==> config.mk <==
export PLATFORM = sky130hd
export DESIGN_NAME = cpc_ctl
export DESIGN_NICKNAME = d
export VERILOG_FILES = /design/src/cpc_pkg.sv /design/src/cpc_ctl.sv
export SDC_FILE = /design/constraint.sdc
export NUM_CORES = 1
export LEC_CHECK = 0
export BUFFER_PORTS_ARGS = -buffer_cell sky130_fd_sc_hd__buf_2
export CAP_MARGIN = 30
export CORE_UTILIZATION = 35
export CTS_CLUSTER_SIZE = 20
export DETAILED_ROUTE_END_ITERATION = 8
export SLEW_MARGIN = 20
export SYNTH_ARGS = -nofsm -noshare
export SYNTH_HDL_FRONTEND = slang
export SYNTH_SLANG_ARGS = --single-unit
==> constraint.sdc <==
create_clock -name pclk -period 4.83 [get_ports pclk]
set_clock_uncertainty 0.1 [all_clocks]
set_input_delay 0.2415 -clock pclk [delete_from_list [all_inputs] [get_ports pclk]]
set_output_delay 0.2415 -clock pclk [all_outputs]
set_load 0.02 [all_outputs]
==> src/cpc_pkg.sv <==
// Purpose: Shared constants and types for the perf counter control block
// Assumes: APB slave, 32-bit data, one clock
// Notes: Offsets are byte addresses
package cpc_pkg;
  localparam logic [11:0] CPC_TRACE_STATUS_OFS = 12'h820;
  localparam logic [11:0] CPC_TRACE_CFG_OFS = 12'h830;
  localparam logic [11:0] CPC_CONTROL_OFS = 12'h900;
  localparam logic [11:0] CPC_OVF_OFS = 12'h920;
  localparam logic [11:0] CPC_EVSEL_OFS = 12'h930;
  localparam logic [11:0] CPC_CYCLES_OFS = 12'h980;
  localparam logic [11:0] CPC_EVCNT0_OFS = 12'h998;
  localparam logic [11:0] CPC_EVCNT1_OFS = 12'h9a8;
  localparam logic [11:0] CPC_IRQ_MASK_OFS = 12'h940;
  localparam int CPC_IDLE_BIT = 8;
  localparam int CPC_PRESENT_BIT = 0;
  localparam int CPC_TEN_BIT = 0;
  localparam int CPC_DLY_LSB = 1;
  localparam int CPC_DLY_W = 10;
  localparam int CPC_INT_EN_BIT = 30;
  localparam int CPC_STOP_BIT = 29;
  localparam int CPC_E1_CLR_BIT = 9;
  localparam int CPC_E1_RUN_BIT = 8;
  localparam int CPC_E0_CLR_BIT = 7;
  localparam int CPC_E0_RUN_BIT = 6;
  localparam int CPC_CY_CLR_BIT = 5;
  localparam int CPC_CY_RUN_BIT = 4;
  localparam logic [3:0] CPC_NUM_EVCNT = 4'h2;
  localparam logic [2:0] CPC_OVF_RST = 3'h0;
  localparam logic [31:0] CPC_ALL_ONES = 32'hffffffff;

  typedef struct packed {
    logic [31:0] paddr;
    logic psel;
    logic penable;
    logic pwrite;
    logic [31:0] pwdata;
    logic [3:0] pstrb;
  } cpc_apb_req_t;

  typedef struct packed {
    logic [31:0] prdata;
    logic pready;
    logic pslverr;
  } cpc_apb_rsp_t;

  typedef struct packed {
    logic trc_en;
    logic [9:0] delay;
    logic int_en;
    logic stop;
    logic e1_run;
    logic e0_run;
    logic cy_run;
    logic [2:0] ovf;
    logic [2:0] mask;
    logic [15:0] evsel;
    logic [31:0] cyc;
    logic [31:0] ev0;
    logic [31:0] ev1;
    logic [31:0] rdata;
    logic slverr;
  } cpc_state_t;
endpackage

==> src/cpc_ctl.sv <==
// Purpose: Perf counter and trace status control registers on APB
// Assumes: Event pulses synchronous to pclk
// Notes: Operation rules below
// Operation
// RL1 - Status bit 8 shows trace unit idle, reset value one
// RL2 - Status bit 0 reads one; bits 31:9 and 7:1 read zero
// RL3 - Config bits 10:1 hold snapshot delay, reset from build parameter
// RL4 - Config bit 0 enables counter trace messages; upper bits read zero
// RL5 - Trace status and config words exist only with trace option
// RL6 - Interrupt bit 30 lets any enabled overflow raise the interrupt
// RL7 - Stop bit 29 clears all run bits on enabled overflow
// RL8 - Clear bit 9 with run bit 8 zeroes counter 1 and flag
// RL9 - Clear bit 7 with run bit 6 zeroes counter 0 and flag
// RL10 - Clear bit 5 with run bit 4 zeroes cycle counter and flag
// RL11 - Clear bits self-return to zero and always read zero
// RL12 - Event counter 1 counts while bit 8 set, holds otherwise
// RL13 - Event counter 0 counts while bit 6 set, holds otherwise
// RL14 - Cycle counter advances while bit 4 set, holds otherwise
// RL15 - Run bits self-clear on overflow with stop enabled
// RL16 - Bits 3:0 read two; bits 31 and 28:10 read zero
// RL17 - Sticky overflow flags at bits 2:0, write one to clear
// RL18 - Cycle counter is 32 bits, readable and writable
// RL19 - Counters wrap from all ones to zero setting overflow flag
`timescale 1ns/1ps
module cpc_ctl
  import cpc_pkg::*;
#(
  parameter bit TRACE_PRESENT = 1'b1,
  parameter logic [9:0] DELAY_RESET = 10'h000,
  parameter bit TRACE_EN_RESET = 1'b0
) (
  // Clock and reset
  input wire logic pclk,
  input wire logic presetn,
  input wire logic clk_en,
  // APB
  input wire cpc_pkg::cpc_apb_req_t apb_req,
  output cpc_pkg::cpc_apb_rsp_t apb_rsp,
  // Events and trace unit
  input wire logic event0_pulse,
  input wire logic event1_pulse,
  input wire logic trace_unit_idle,
  output logic counter_trace_enable,
  output logic [9:0] snapshot_delay,
  output logic [15:0] event_select,
  output logic perf_irq
);
  import cpc_pkg::*;

  cpc_state_t s_q;
  cpc_state_t s_d;
  logic wr;
  logic rd;
  logic [11:0] a;
  logic [31:0] wd;
  logic [2:0] wrap;
  logic [2:0] runv;
  logic ovf_evt;
  logic [31:0] status_w;
  logic [31:0] cfg_w;
  logic [31:0] ctl_w;
  logic hit;
  logic wr_ctl;
  logic wr_ovf;
  logic wr_cfg;
  logic rd_ok;

  // Qualified strobes for the checks below
  assign wr_ctl = wr && (a == CPC_CONTROL_OFS);
  assign wr_ovf = wr && (a == CPC_OVF_OFS);
  assign wr_cfg = wr && (a == CPC_TRACE_CFG_OFS);
  assign rd_ok = rd && clk_en;

  assign a = apb_req.paddr[11:0];
  assign wd = apb_req.pwdata;
  assign wr = apb_req.psel && apb_req.penable && apb_req.pwrite && clk_en;
  assign rd = apb_req.psel && !apb_req.penable && !apb_req.pwrite;
  assign runv = {s_q.e1_run, s_q.e0_run, s_q.cy_run};
  // Increment from all ones wraps and flags overflow
  assign wrap[0] = s_q.cy_run && (s_q.cyc == CPC_ALL_ONES); // RL19
  assign wrap[1] = s_q.e0_run && event0_pulse && (s_q.ev0 == CPC_ALL_ONES);
  assign wrap[2] = s_q.e1_run && event1_pulse && (s_q.ev1 == CPC_ALL_ONES);
  assign ovf_evt = |wrap;

  always_comb begin
    status_w = '0;
    status_w[CPC_IDLE_BIT] = trace_unit_idle; // RL1
    status_w[CPC_PRESENT_BIT] = 1'b1; // RL2
    cfg_w = '0;
    cfg_w[CPC_TEN_BIT] = s_q.trc_en; // RL4
    cfg_w[CPC_DLY_LSB +: CPC_DLY_W] = s_q.delay; // RL3
    ctl_w = '0;
    ctl_w[CPC_INT_EN_BIT] = s_q.int_en;
    ctl_w[CPC_STOP_BIT] = s_q.stop;
    ctl_w[CPC_E1_RUN_BIT] = s_q.e1_run;
    ctl_w[CPC_E0_RUN_BIT] = s_q.e0_run;
    ctl_w[CPC_CY_RUN_BIT] = s_q.cy_run;
    ctl_w[3:0] = CPC_NUM_EVCNT; // RL16 RL11
  end

  always_comb begin
    hit = 1'b1;
    unique case (a)
      CPC_TRACE_STATUS_OFS, CPC_TRACE_CFG_OFS: hit = TRACE_PRESENT; // RL5
      CPC_CONTROL_OFS, CPC_OVF_OFS, CPC_EVSEL_OFS, CPC_CYCLES_OFS,
      CPC_EVCNT0_OFS, CPC_EVCNT1_OFS, CPC_IRQ_MASK_OFS: hit = 1'b1;
      default: hit = 1'b0;
    endcase
  end

  always_comb begin
    s_d = s_q;
    // Counting
    if (s_q.cy_run) begin
      s_d.cyc = s_q.cyc + 32'h1; // RL14 RL18
    end
    if (s_q.e0_run && event0_pulse) begin
      s_d.ev0 = s_q.ev0 + 32'h1; // RL13
    end
    if (s_q.e1_run && event1_pulse) begin
      s_d.ev1 = s_q.ev1 + 32'h1; // RL12
    end
    // Register reads captured in setup phase
    if (rd) begin
      s_d.slverr = !hit;
      unique case (a)
        CPC_TRACE_STATUS_OFS: s_d.rdata = TRACE_PRESENT ? status_w : '0;
        CPC_TRACE_CFG_OFS: s_d.rdata = TRACE_PRESENT ? cfg_w : '0;
        CPC_CONTROL_OFS: s_d.rdata = ctl_w;
        CPC_OVF_OFS: s_d.rdata = {29'h0, s_q.ovf};
        CPC_IRQ_MASK_OFS: s_d.rdata = {29'h0, s_q.mask};
        CPC_EVSEL_OFS: s_d.rdata = {16'h0, s_q.evsel};
        CPC_CYCLES_OFS: s_d.rdata = s_q.cyc;
        CPC_EVCNT0_OFS: s_d.rdata = s_q.ev0;
        CPC_EVCNT1_OFS: s_d.rdata = s_q.ev1;
        default: s_d.rdata = '0;
      endcase
    end else if (apb_req.psel && !apb_req.penable) begin
      s_d.slverr = !hit;
      s_d.rdata = '0;
    end
    // Register writes
    if (wr) begin
      unique case (a)
        CPC_TRACE_CFG_OFS: begin
          if (TRACE_PRESENT) begin
            s_d.trc_en = wd[CPC_TEN_BIT]; // RL4
            s_d.delay = wd[CPC_DLY_LSB +: CPC_DLY_W]; // RL3
          end
        end
        CPC_CONTROL_OFS: begin
          s_d.int_en = wd[CPC_INT_EN_BIT]; // RL6
          s_d.stop = wd[CPC_STOP_BIT]; // RL7
          s_d.e1_run = wd[CPC_E1_RUN_BIT];
          s_d.e0_run = wd[CPC_E0_RUN_BIT];
          s_d.cy_run = wd[CPC_CY_RUN_BIT];
          if (wd[CPC_E1_CLR_BIT] && wd[CPC_E1_RUN_BIT]) begin
            s_d.ev1 = '0; // RL8
            s_d.ovf[2] = 1'b0;
          end
          if (wd[CPC_E0_CLR_BIT] && wd[CPC_E0_RUN_BIT]) begin
            s_d.ev0 = '0; // RL9
            s_d.ovf[1] = 1'b0;
          end
          if (wd[CPC_CY_CLR_BIT] && wd[CPC_CY_RUN_BIT]) begin
            s_d.cyc = '0; // RL10
            s_d.ovf[0] = 1'b0;
          end
        end
        CPC_OVF_OFS: s_d.ovf = s_d.ovf & ~wd[2:0]; // RL17
        CPC_IRQ_MASK_OFS: s_d.mask = wd[2:0];
        CPC_EVSEL_OFS: s_d.evsel = wd[15:0];
        CPC_CYCLES_OFS: s_d.cyc = wd; // RL18
        CPC_EVCNT0_OFS: s_d.ev0 = wd;
        CPC_EVCNT1_OFS: s_d.ev1 = wd;
        default: s_d.rdata = s_d.rdata;
      endcase
    end
    // Overflow set wins over software clear
    s_d.ovf = s_d.ovf | wrap; // RL17 RL19
    if (ovf_evt && s_q.stop) begin
      s_d.e1_run = 1'b0; // RL7 RL15
      s_d.e0_run = 1'b0;
      s_d.cy_run = 1'b0;
    end
  end

  always_ff @(posedge pclk or negedge presetn) begin
    if (!presetn) begin
      s_q <= '{trc_en: TRACE_EN_RESET, delay: DELAY_RESET, int_en: 1'b0,
               stop: 1'b0, e1_run: 1'b0, e0_run: 1'b0, cy_run: 1'b0,
               ovf: CPC_OVF_RST, mask: 3'h7, evsel: 16'h0, cyc: 32'h0,
               ev0: 32'h0, ev1: 32'h0, rdata: 32'h0, slverr: 1'b0};
    end else if (clk_en) begin
      s_q <= s_d;
    end
  end

  assign apb_rsp.prdata = s_q.rdata;
  assign apb_rsp.pready = apb_req.psel && apb_req.penable && clk_en;
  assign apb_rsp.pslverr = apb_req.psel && apb_req.penable && s_q.slverr;
  assign counter_trace_enable = TRACE_PRESENT && s_q.trc_en; // RL4
  assign snapshot_delay = TRACE_PRESENT ? s_q.delay : '0;
  assign event_select = s_q.evsel;
  assign perf_irq = s_q.int_en && |(s_q.ovf & s_q.mask); // RL6
endmodule // cpc_ctl

==> results of run 1 <==
tightest hold or removal path, delay by kind of cell:
kind | cells | cell delay [ns]
AO/OA/AOI/OAI | 1 | 0.08
buffers and inverters | 1 | 0.14
AND/OR/NAND/NOR | 1 | 0.05
per-layer routing:
| metal | up-vias | track usage | share of wire |
|---|---|---|---|
| li1 | 4547 | - | - |
| met1 | 5047 | 0.3431 | 0.43 |
| met2 | 450 | 0.3801 | 0.47 |
| met3 | 66 | 0.03612 | 0.077 |
| met4 | 0 | 0.08406 | 0.023 |
| met5 | - | 0 | 0 |
cell usage in the layout (no fill, tap or decap), types with 10 or more instances in the layout:
cell,count
buf_2,114
a22o_1,24
inv_1,23
buf_4,23
dfrtp_1,164
and3_1,34
dlygate4sd3_1,12
and4_1,10
a222oi_1,21
a31oi_1,16
nor4_1,19
o311ai_0,19
o21ai_0,140
clkbuf_16,17
a22oi_1,21
nor2_1,45
nor2b_1,13
nand3_1,57
nand4_1,20
nor3_1,32
nand2_1,171
a21oi_1,35
mux2_2,32
cell type report:
type | count | area, sq um
multi-input combinational | 876 | 5413
timing repair buffer | 152 | 900.9
sequential | 167 | 4183
tap | 384 | 480.5
inverter | 24 | 90.09
clock inverter | 14 | 172.7
antenna | 2 | 5.005
clock buffer | 18 | 439.2
fill | 2941 | 17410
power by group:
| group | switching [W] | internal (W) | total, W |
|---|---|---|---|
| clock network | 0.000633 | 0.000832 | 0.00146 |
| registers | 0.000104 | 0.00146 | 0.00156 |
| logic | 0.000206 | 0.000113 | 0.000319 |
kinds of logic after synthesis:
| kind of cell | count (synthesis) | share of synthesized area |
|---|---|---|
| multiplexers | 36 | 0.03851 |
| buffers and inverters | 162 | 0.08646 |
| XOR/XNOR | 1 | 0.0008373 |
| flip-flops | 167 | 0.3998 |
| adder cells (fa/ha/maj) | 3 | 0.003588 |
| AND/OR/NAND/NOR | 462 | 0.2291 |
| AO/OA/AOI/OAI | 374 | 0.2417 |
worst paths after layout:
| check | to | startpoint | cells after the start | slack, ns |
|---|---|---|---|---|
| worst min-delay path | s_q[60]$_DFFE_PN0P_ | apb_req[31] | 3 | 0.007 |
| max in group asynchronous | apb_rsp[20]$_DFFE_PN0P_ | presetn | 3 | 3.19 |
| min in group asynchronous | snapshot_delay[2]$_DFFE_PN0P_ | presetn | 2 | 0.29 |
| worst max register to register | s_q[62]$_DFFE_PN0P_ | s_q[37]$_DFFE_PN0P_ | 6 | 2.06 |
| worst min register to register | apb_rsp[11]$_DFFE_PN0P_ | apb_rsp[11]$_DFFE_PN0P_ | 2 | 0.37 |
| worst max-delay path | s_q[123]$_DFFE_PN0P_ | apb_req[49] | 8 | 2.01 |
flip-flops by register name, summed over array words and instances, names as in the netlist:
name and flops:
event_select 16, s_q 103, snapshot_delay 10, ctl_w 5
apb_rsp 32, counter_trace_enable 1
through the flow:
step	hold slack, ns	utilization	setup slack (ns)	area (sq um)
4_1_cts	0.001523	0.4015	2.052	11680
5_1_grt	0.01390	0.4015	1.835	11680
3_5_place_dp	0.2109	0.3763	1.610	10950
2_1_floorplan	-0.1541	-	2.578	10460
6_report	0.006951	0.4016	2.013	11680
3_3_place_gp	0.2070	0.3752	1.628	10920
what timing repair did:
| action | 4_1_cts | 5_1_grt |
|---|---|---|
| endpoints found under the hold margin | 91 | 0 |
| resized for setup | 0 | 0 |
| hold buffers | 12 | 0 |
==> metrics.txt, run 1 <==
status completed; top cells by area, synth dfrtp_1 39%, o21ai_0 6.7%, nand2_1 6.1%; count leader, synth nand2_1; syn_nets between 1000 and 1500; number of synthesized register bits between 150 and 200; total power 0.003346 W; Clock transition at path regs 0.08 ns; Setup Fix Bufs, Post-CTS 0; post-DP HPWL roughly 26 mm; antenna viol nets, final 0; final hold violation count 0; peak fanout along the critical path 21; pin count of the biggest net entering global routing 74; CP max-delay cell and3_1; Top delay family on crit path simple AND/OR/NAND/NOR gates; Skew-Pair Late Insertion Delay 0.44 ns; TritonCTS clock tree yes; # setup viols final 0; H-Tree Depth 4; first-pass GRT wire length roughly 57 mm; Num CTS Buffers 17; clk sink count around 170; RSZ-0062 raised after global routing false; Netlist cell types 73; PwrDens 286.4 nW/um^2; vias around 10000; Worst-Margin Slew roughly 0.89 ns; Final Slew Violations 0; DR iter-0 viols ~1300; post-route insts no fill around 1600; HP Class in2reg; die width ~170 um; io pins about 140; slew margin rel. 0.4039; RD Place Congestion 0.9286; # port buffers between 100 and 150; Pleak 4.909 nW; kind of start point of the critical path input pin; Initial Util 0.3597; Placed Cells approximately 1600; clock tree buffer depth 2; layout cells sized above 1 0.1855; wirelength, routed between 30 and 40 mm; Post-synth top cells 171 x nand2_1, 164 x dfrtp_1, 140 x o21ai_0, 62 x buf_4, 57 x nand3_1; register area share after synthesis 0.3998; crit path cell chain buf_2 -> nand4bb_1 -> nor3_4 -> and3_1 -> buf_4 -> a31oi_1 -> o21ai_0 -> o311ai_0; max incr delay on CP around 0.78 ns; vias in the first global route 9493; top-area cell type share of the netlist area 0.3923; Setup CP Type in2reg; die area between 30000 and 40000 sq um; area grow syn2layout 11.67%; final worst path period share 0.5833; VDD IR-drop max roughly 0.23 mV; nets@finish approximately 1300; Via density around 6.2; async set-reset flop share out of synthesis 1.000; GRT Overall Usage 0.2437; routed length per instance between 20 and 25 um; Critical Path RT approximately 5.0 ns; Syn Area/Cell around 8.7 sq um; EDFF count, synth 0; CTS Root Buffer Type clkbuf_16; Die Ht about 170 um; Gate Count Post-Synth between 1000 and 1500; max_cap viols 0; cell taking the most area after synthesis dfrtp_1; Final TNS setup 0 ns; Crit. End Element register; Mapped Area roughly 10000 sq um; area of the core 29090 sq um; Main synth FF type dfrtp_1; WP data arrival 3.00 ns; fmax 0.3549 GHz; first drt pass iteration count 8; Post-route DRC 0; gr ovfl total 0; initial antenna violation count 2; synth warn 0; minimum clock period after layout 2.817 ns; worst path bufs/invs 2; row count 62
Note: power is estimated with default switching activity, not from simulation.
==> inputs of run 2 (changes only) <==
clock period = 2.9 ns   (was 4.83 ns; I/O delays follow)
==> run 2 against run 1 <==
Against the previous run: critical endpoint is now s_q[91]$_DFFE_PN0P_; routed wire length down 0.39%; count of clock-buffer cells in the layout up 6; non-clock buffer count up 34.
==> metrics.txt, run 2 (same netlist as run 1, synthesis figures left out) <==
first drt pass iteration count 9; area grow syn2layout 14.65%; fmax 0.3888 GHz; WHS Endpoint counter_trace_enable$_DFFE_PN0P_; HP Start apb_req[4]; clk sink count 167; post-DP HPWL roughly 26 mm; Final Slew Violations 0; area of the core about 29000 sq um; Biggest register s_q; RSZ-0062 raised after global routing false; commonest non-fill, non-tap cell in the layout nand2_1; Place WS between 0.2 and 0.25 ns; H-Tree Depth 4; gr ovfl total 0; clock tree buffer depth 2; routed length per instance 22.03 um; status completed; vias roughly 10000; reg2reg end s_q[91]$_DFFE_PN0P_; first-pass GRT wire length roughly 57 mm; initial antenna violation count 2; max incr delay on CP ~0.57 ns; Clock transition at path regs 0.07 ns; kind of start point of the critical path register; final worst path period share 0.8869; CP max-delay cell nor4_1; # setup viols final 0; setup ws final approximately 0.33 ns; reg2reg setup slack ~0.33 ns; Die Ht approximately 170 um; TritonCTS clock tree yes; layout cells sized above 1 0.1946; VDD IR-drop max between 0.3 and 0.4 mV; wirelength, routed approximately 37 mm; Skew-Pair Late Insertion Delay between 0.4 and 0.5 ns; worst reg2reg path startpoint s_q[65]$_DFFE_PN0P_; io pins between 100 and 150; row count 62; WP data arrival ~2.8 ns; GRT Overall Usage 0.2431; pin count of the biggest net entering global routing between 80 and 90; # port buffers approximately 110; max_cap viols 0; max reg flops approximately 100; Pleak between 5 and 6 nW; FF+latch area 4183 sq um; crit path cell chain ha_1 -> nand2_1 -> nor4_1 -> and3b_1 -> nand4_1 -> o311ai_0; DR iter-0 viols 1269; peak fanout along the critical path 6; final hold violation count 0; slew margin rel. 0.5088; total power roughly 0.0054 W; die width approximately 170 um; CTS Root Buffer Type clkbuf_16; reg2reg path depth 6; Worst Hold Slack 0.03670 ns; die area between 30000 and 40000 sq um; RD Place Congestion 0.9418; Critical Path RT 3.11 ns; Initial Util 0.3597; minimum clock period after layout roughly 2.6 ns; HP Class in2reg; Worst-Margin Slew 0.7368 ns; Final TNS setup 0 ns; final-layout fill cell count 2955; Via density between 6 and 7; Multi-input gate area 5413 sq um; Setup CP Type reg2reg; most frequent cells in the layout 171 x nand2_1, 164 x dfrtp_1, 140 x o21ai_0; Crit. End Element register; nets@finish between 1000 and 1500; Worst Hold Depth 2; PwrDens 447.8 nW/um^2; antenna viol nets, final 0; Layout Utilization 0.4123; Num CTS Buffers 17; vias in the first global route 9623; Post-route DRC 0
## run 2: cell types whose count changed in the layout (fill, tap and decap cells not counted), sizes merged
| cell | before | now |
|---|---|---|
| buf | 140 | 163 |
| dlygate4sd3 | 12 | 23 |
| bufinv | 3 | 1 |
| clkbuf | 18 | 24 |
| inv | 28 | 24 |
## run 2: routing by layer
| layer | routed length [um] | vias up | GRT usage |
|---|---|---|---|
| li1 | - | 4625 | - |
| met1 | 16070 | 4976 | 0.3277 |
| met2 | 16830 | 455 | 0.3801 |
| met3 | 2852 | 66 | 0.05505 |
| met4 | 1057 | 0 | 0.08841 |
| met5 | 0 | - | 0 |
## run 2: critical path: cells and delay by family (launching register included)
| kind | cells | cell delay (ns) |
|---|---|---|
| simple gates | 4 | 1.24 |
| flops | 1 | 0.48 |
| fa+ha+maj | 1 | 0.27 |
| compound gates | 1 | 0.36 |
## run 2: worst max-delay path by stage
| stage | from | endpoint | slack (ns) | cells past startpoint |
|---|---|---|---|---|
| 2_1_floorplan | s_q[37]$_DFFE_PN0P_ | s_q[62]$_DFFE_PN0P_ | 0.65 | 8 |
| 3_3_place_gp | apb_req[42] | s_q[80]$_DFFE_PN0P_ | 0.27 | 7 |
| 3_5_place_dp | apb_req[42] | s_q[78]$_DFFE_PN0P_ | 0.25 | 6 |
| 4_1_cts | s_q[65]$_DFFE_PN0P_ | s_q[91]$_DFFE_PN0P_ | 0.38 | 6 |
| 5_1_grt | s_q[37]$_DFFE_PN0P_ | s_q[59]$_DFFE_PN0P_ | 0.14 | 6 |
| 6_report | s_q[65]$_DFFE_PN0P_ | s_q[91]$_DFFE_PN0P_ | 0.33 | 6 |
## run 2: area by class of cell
class                           instances  area share
Antenna cell                            2   0.0004172
Clock buffer                           24     0.03932
Clock inverter                          8    0.006467
Inverter                               24    0.007510
Multi-Input combinational cell        876      0.4512
Sequential cell                       167      0.3487
Tap cell                              384     0.04005
Timing Repair Buffer                  186      0.1063
## run 2: timing repair
item                                   CTS  global route
buffers inserted                         0             0
hold buffers                            23             0
endpoints found under the hold margin  108             0
resized for setup                        0             0
## run 2: power by group
| part | switching [W] | internal [W] | leakage, nW | total, W |
|---|---|---|---|---|
| clock network | 0.000983 | 0.00123 | 0.252 | 0.00221 |
| registers | 0.000178 | 0.00243 | 2.23 | 0.00261 |
| logic | 0.000346 | 0.000210 | 2.58 | 0.000556 |
## run 2: per-stage QoR
stage | std cells | cell area, sq um
6_report | 1671 | 12000
5_1_grt | 1669 | 11990
4_1_cts | 1669 | 11990
3_5_place_dp | 1614 | 11210
3_3_place_gp | 1614 | 11210
2_1_floorplan | 1205 | 10460
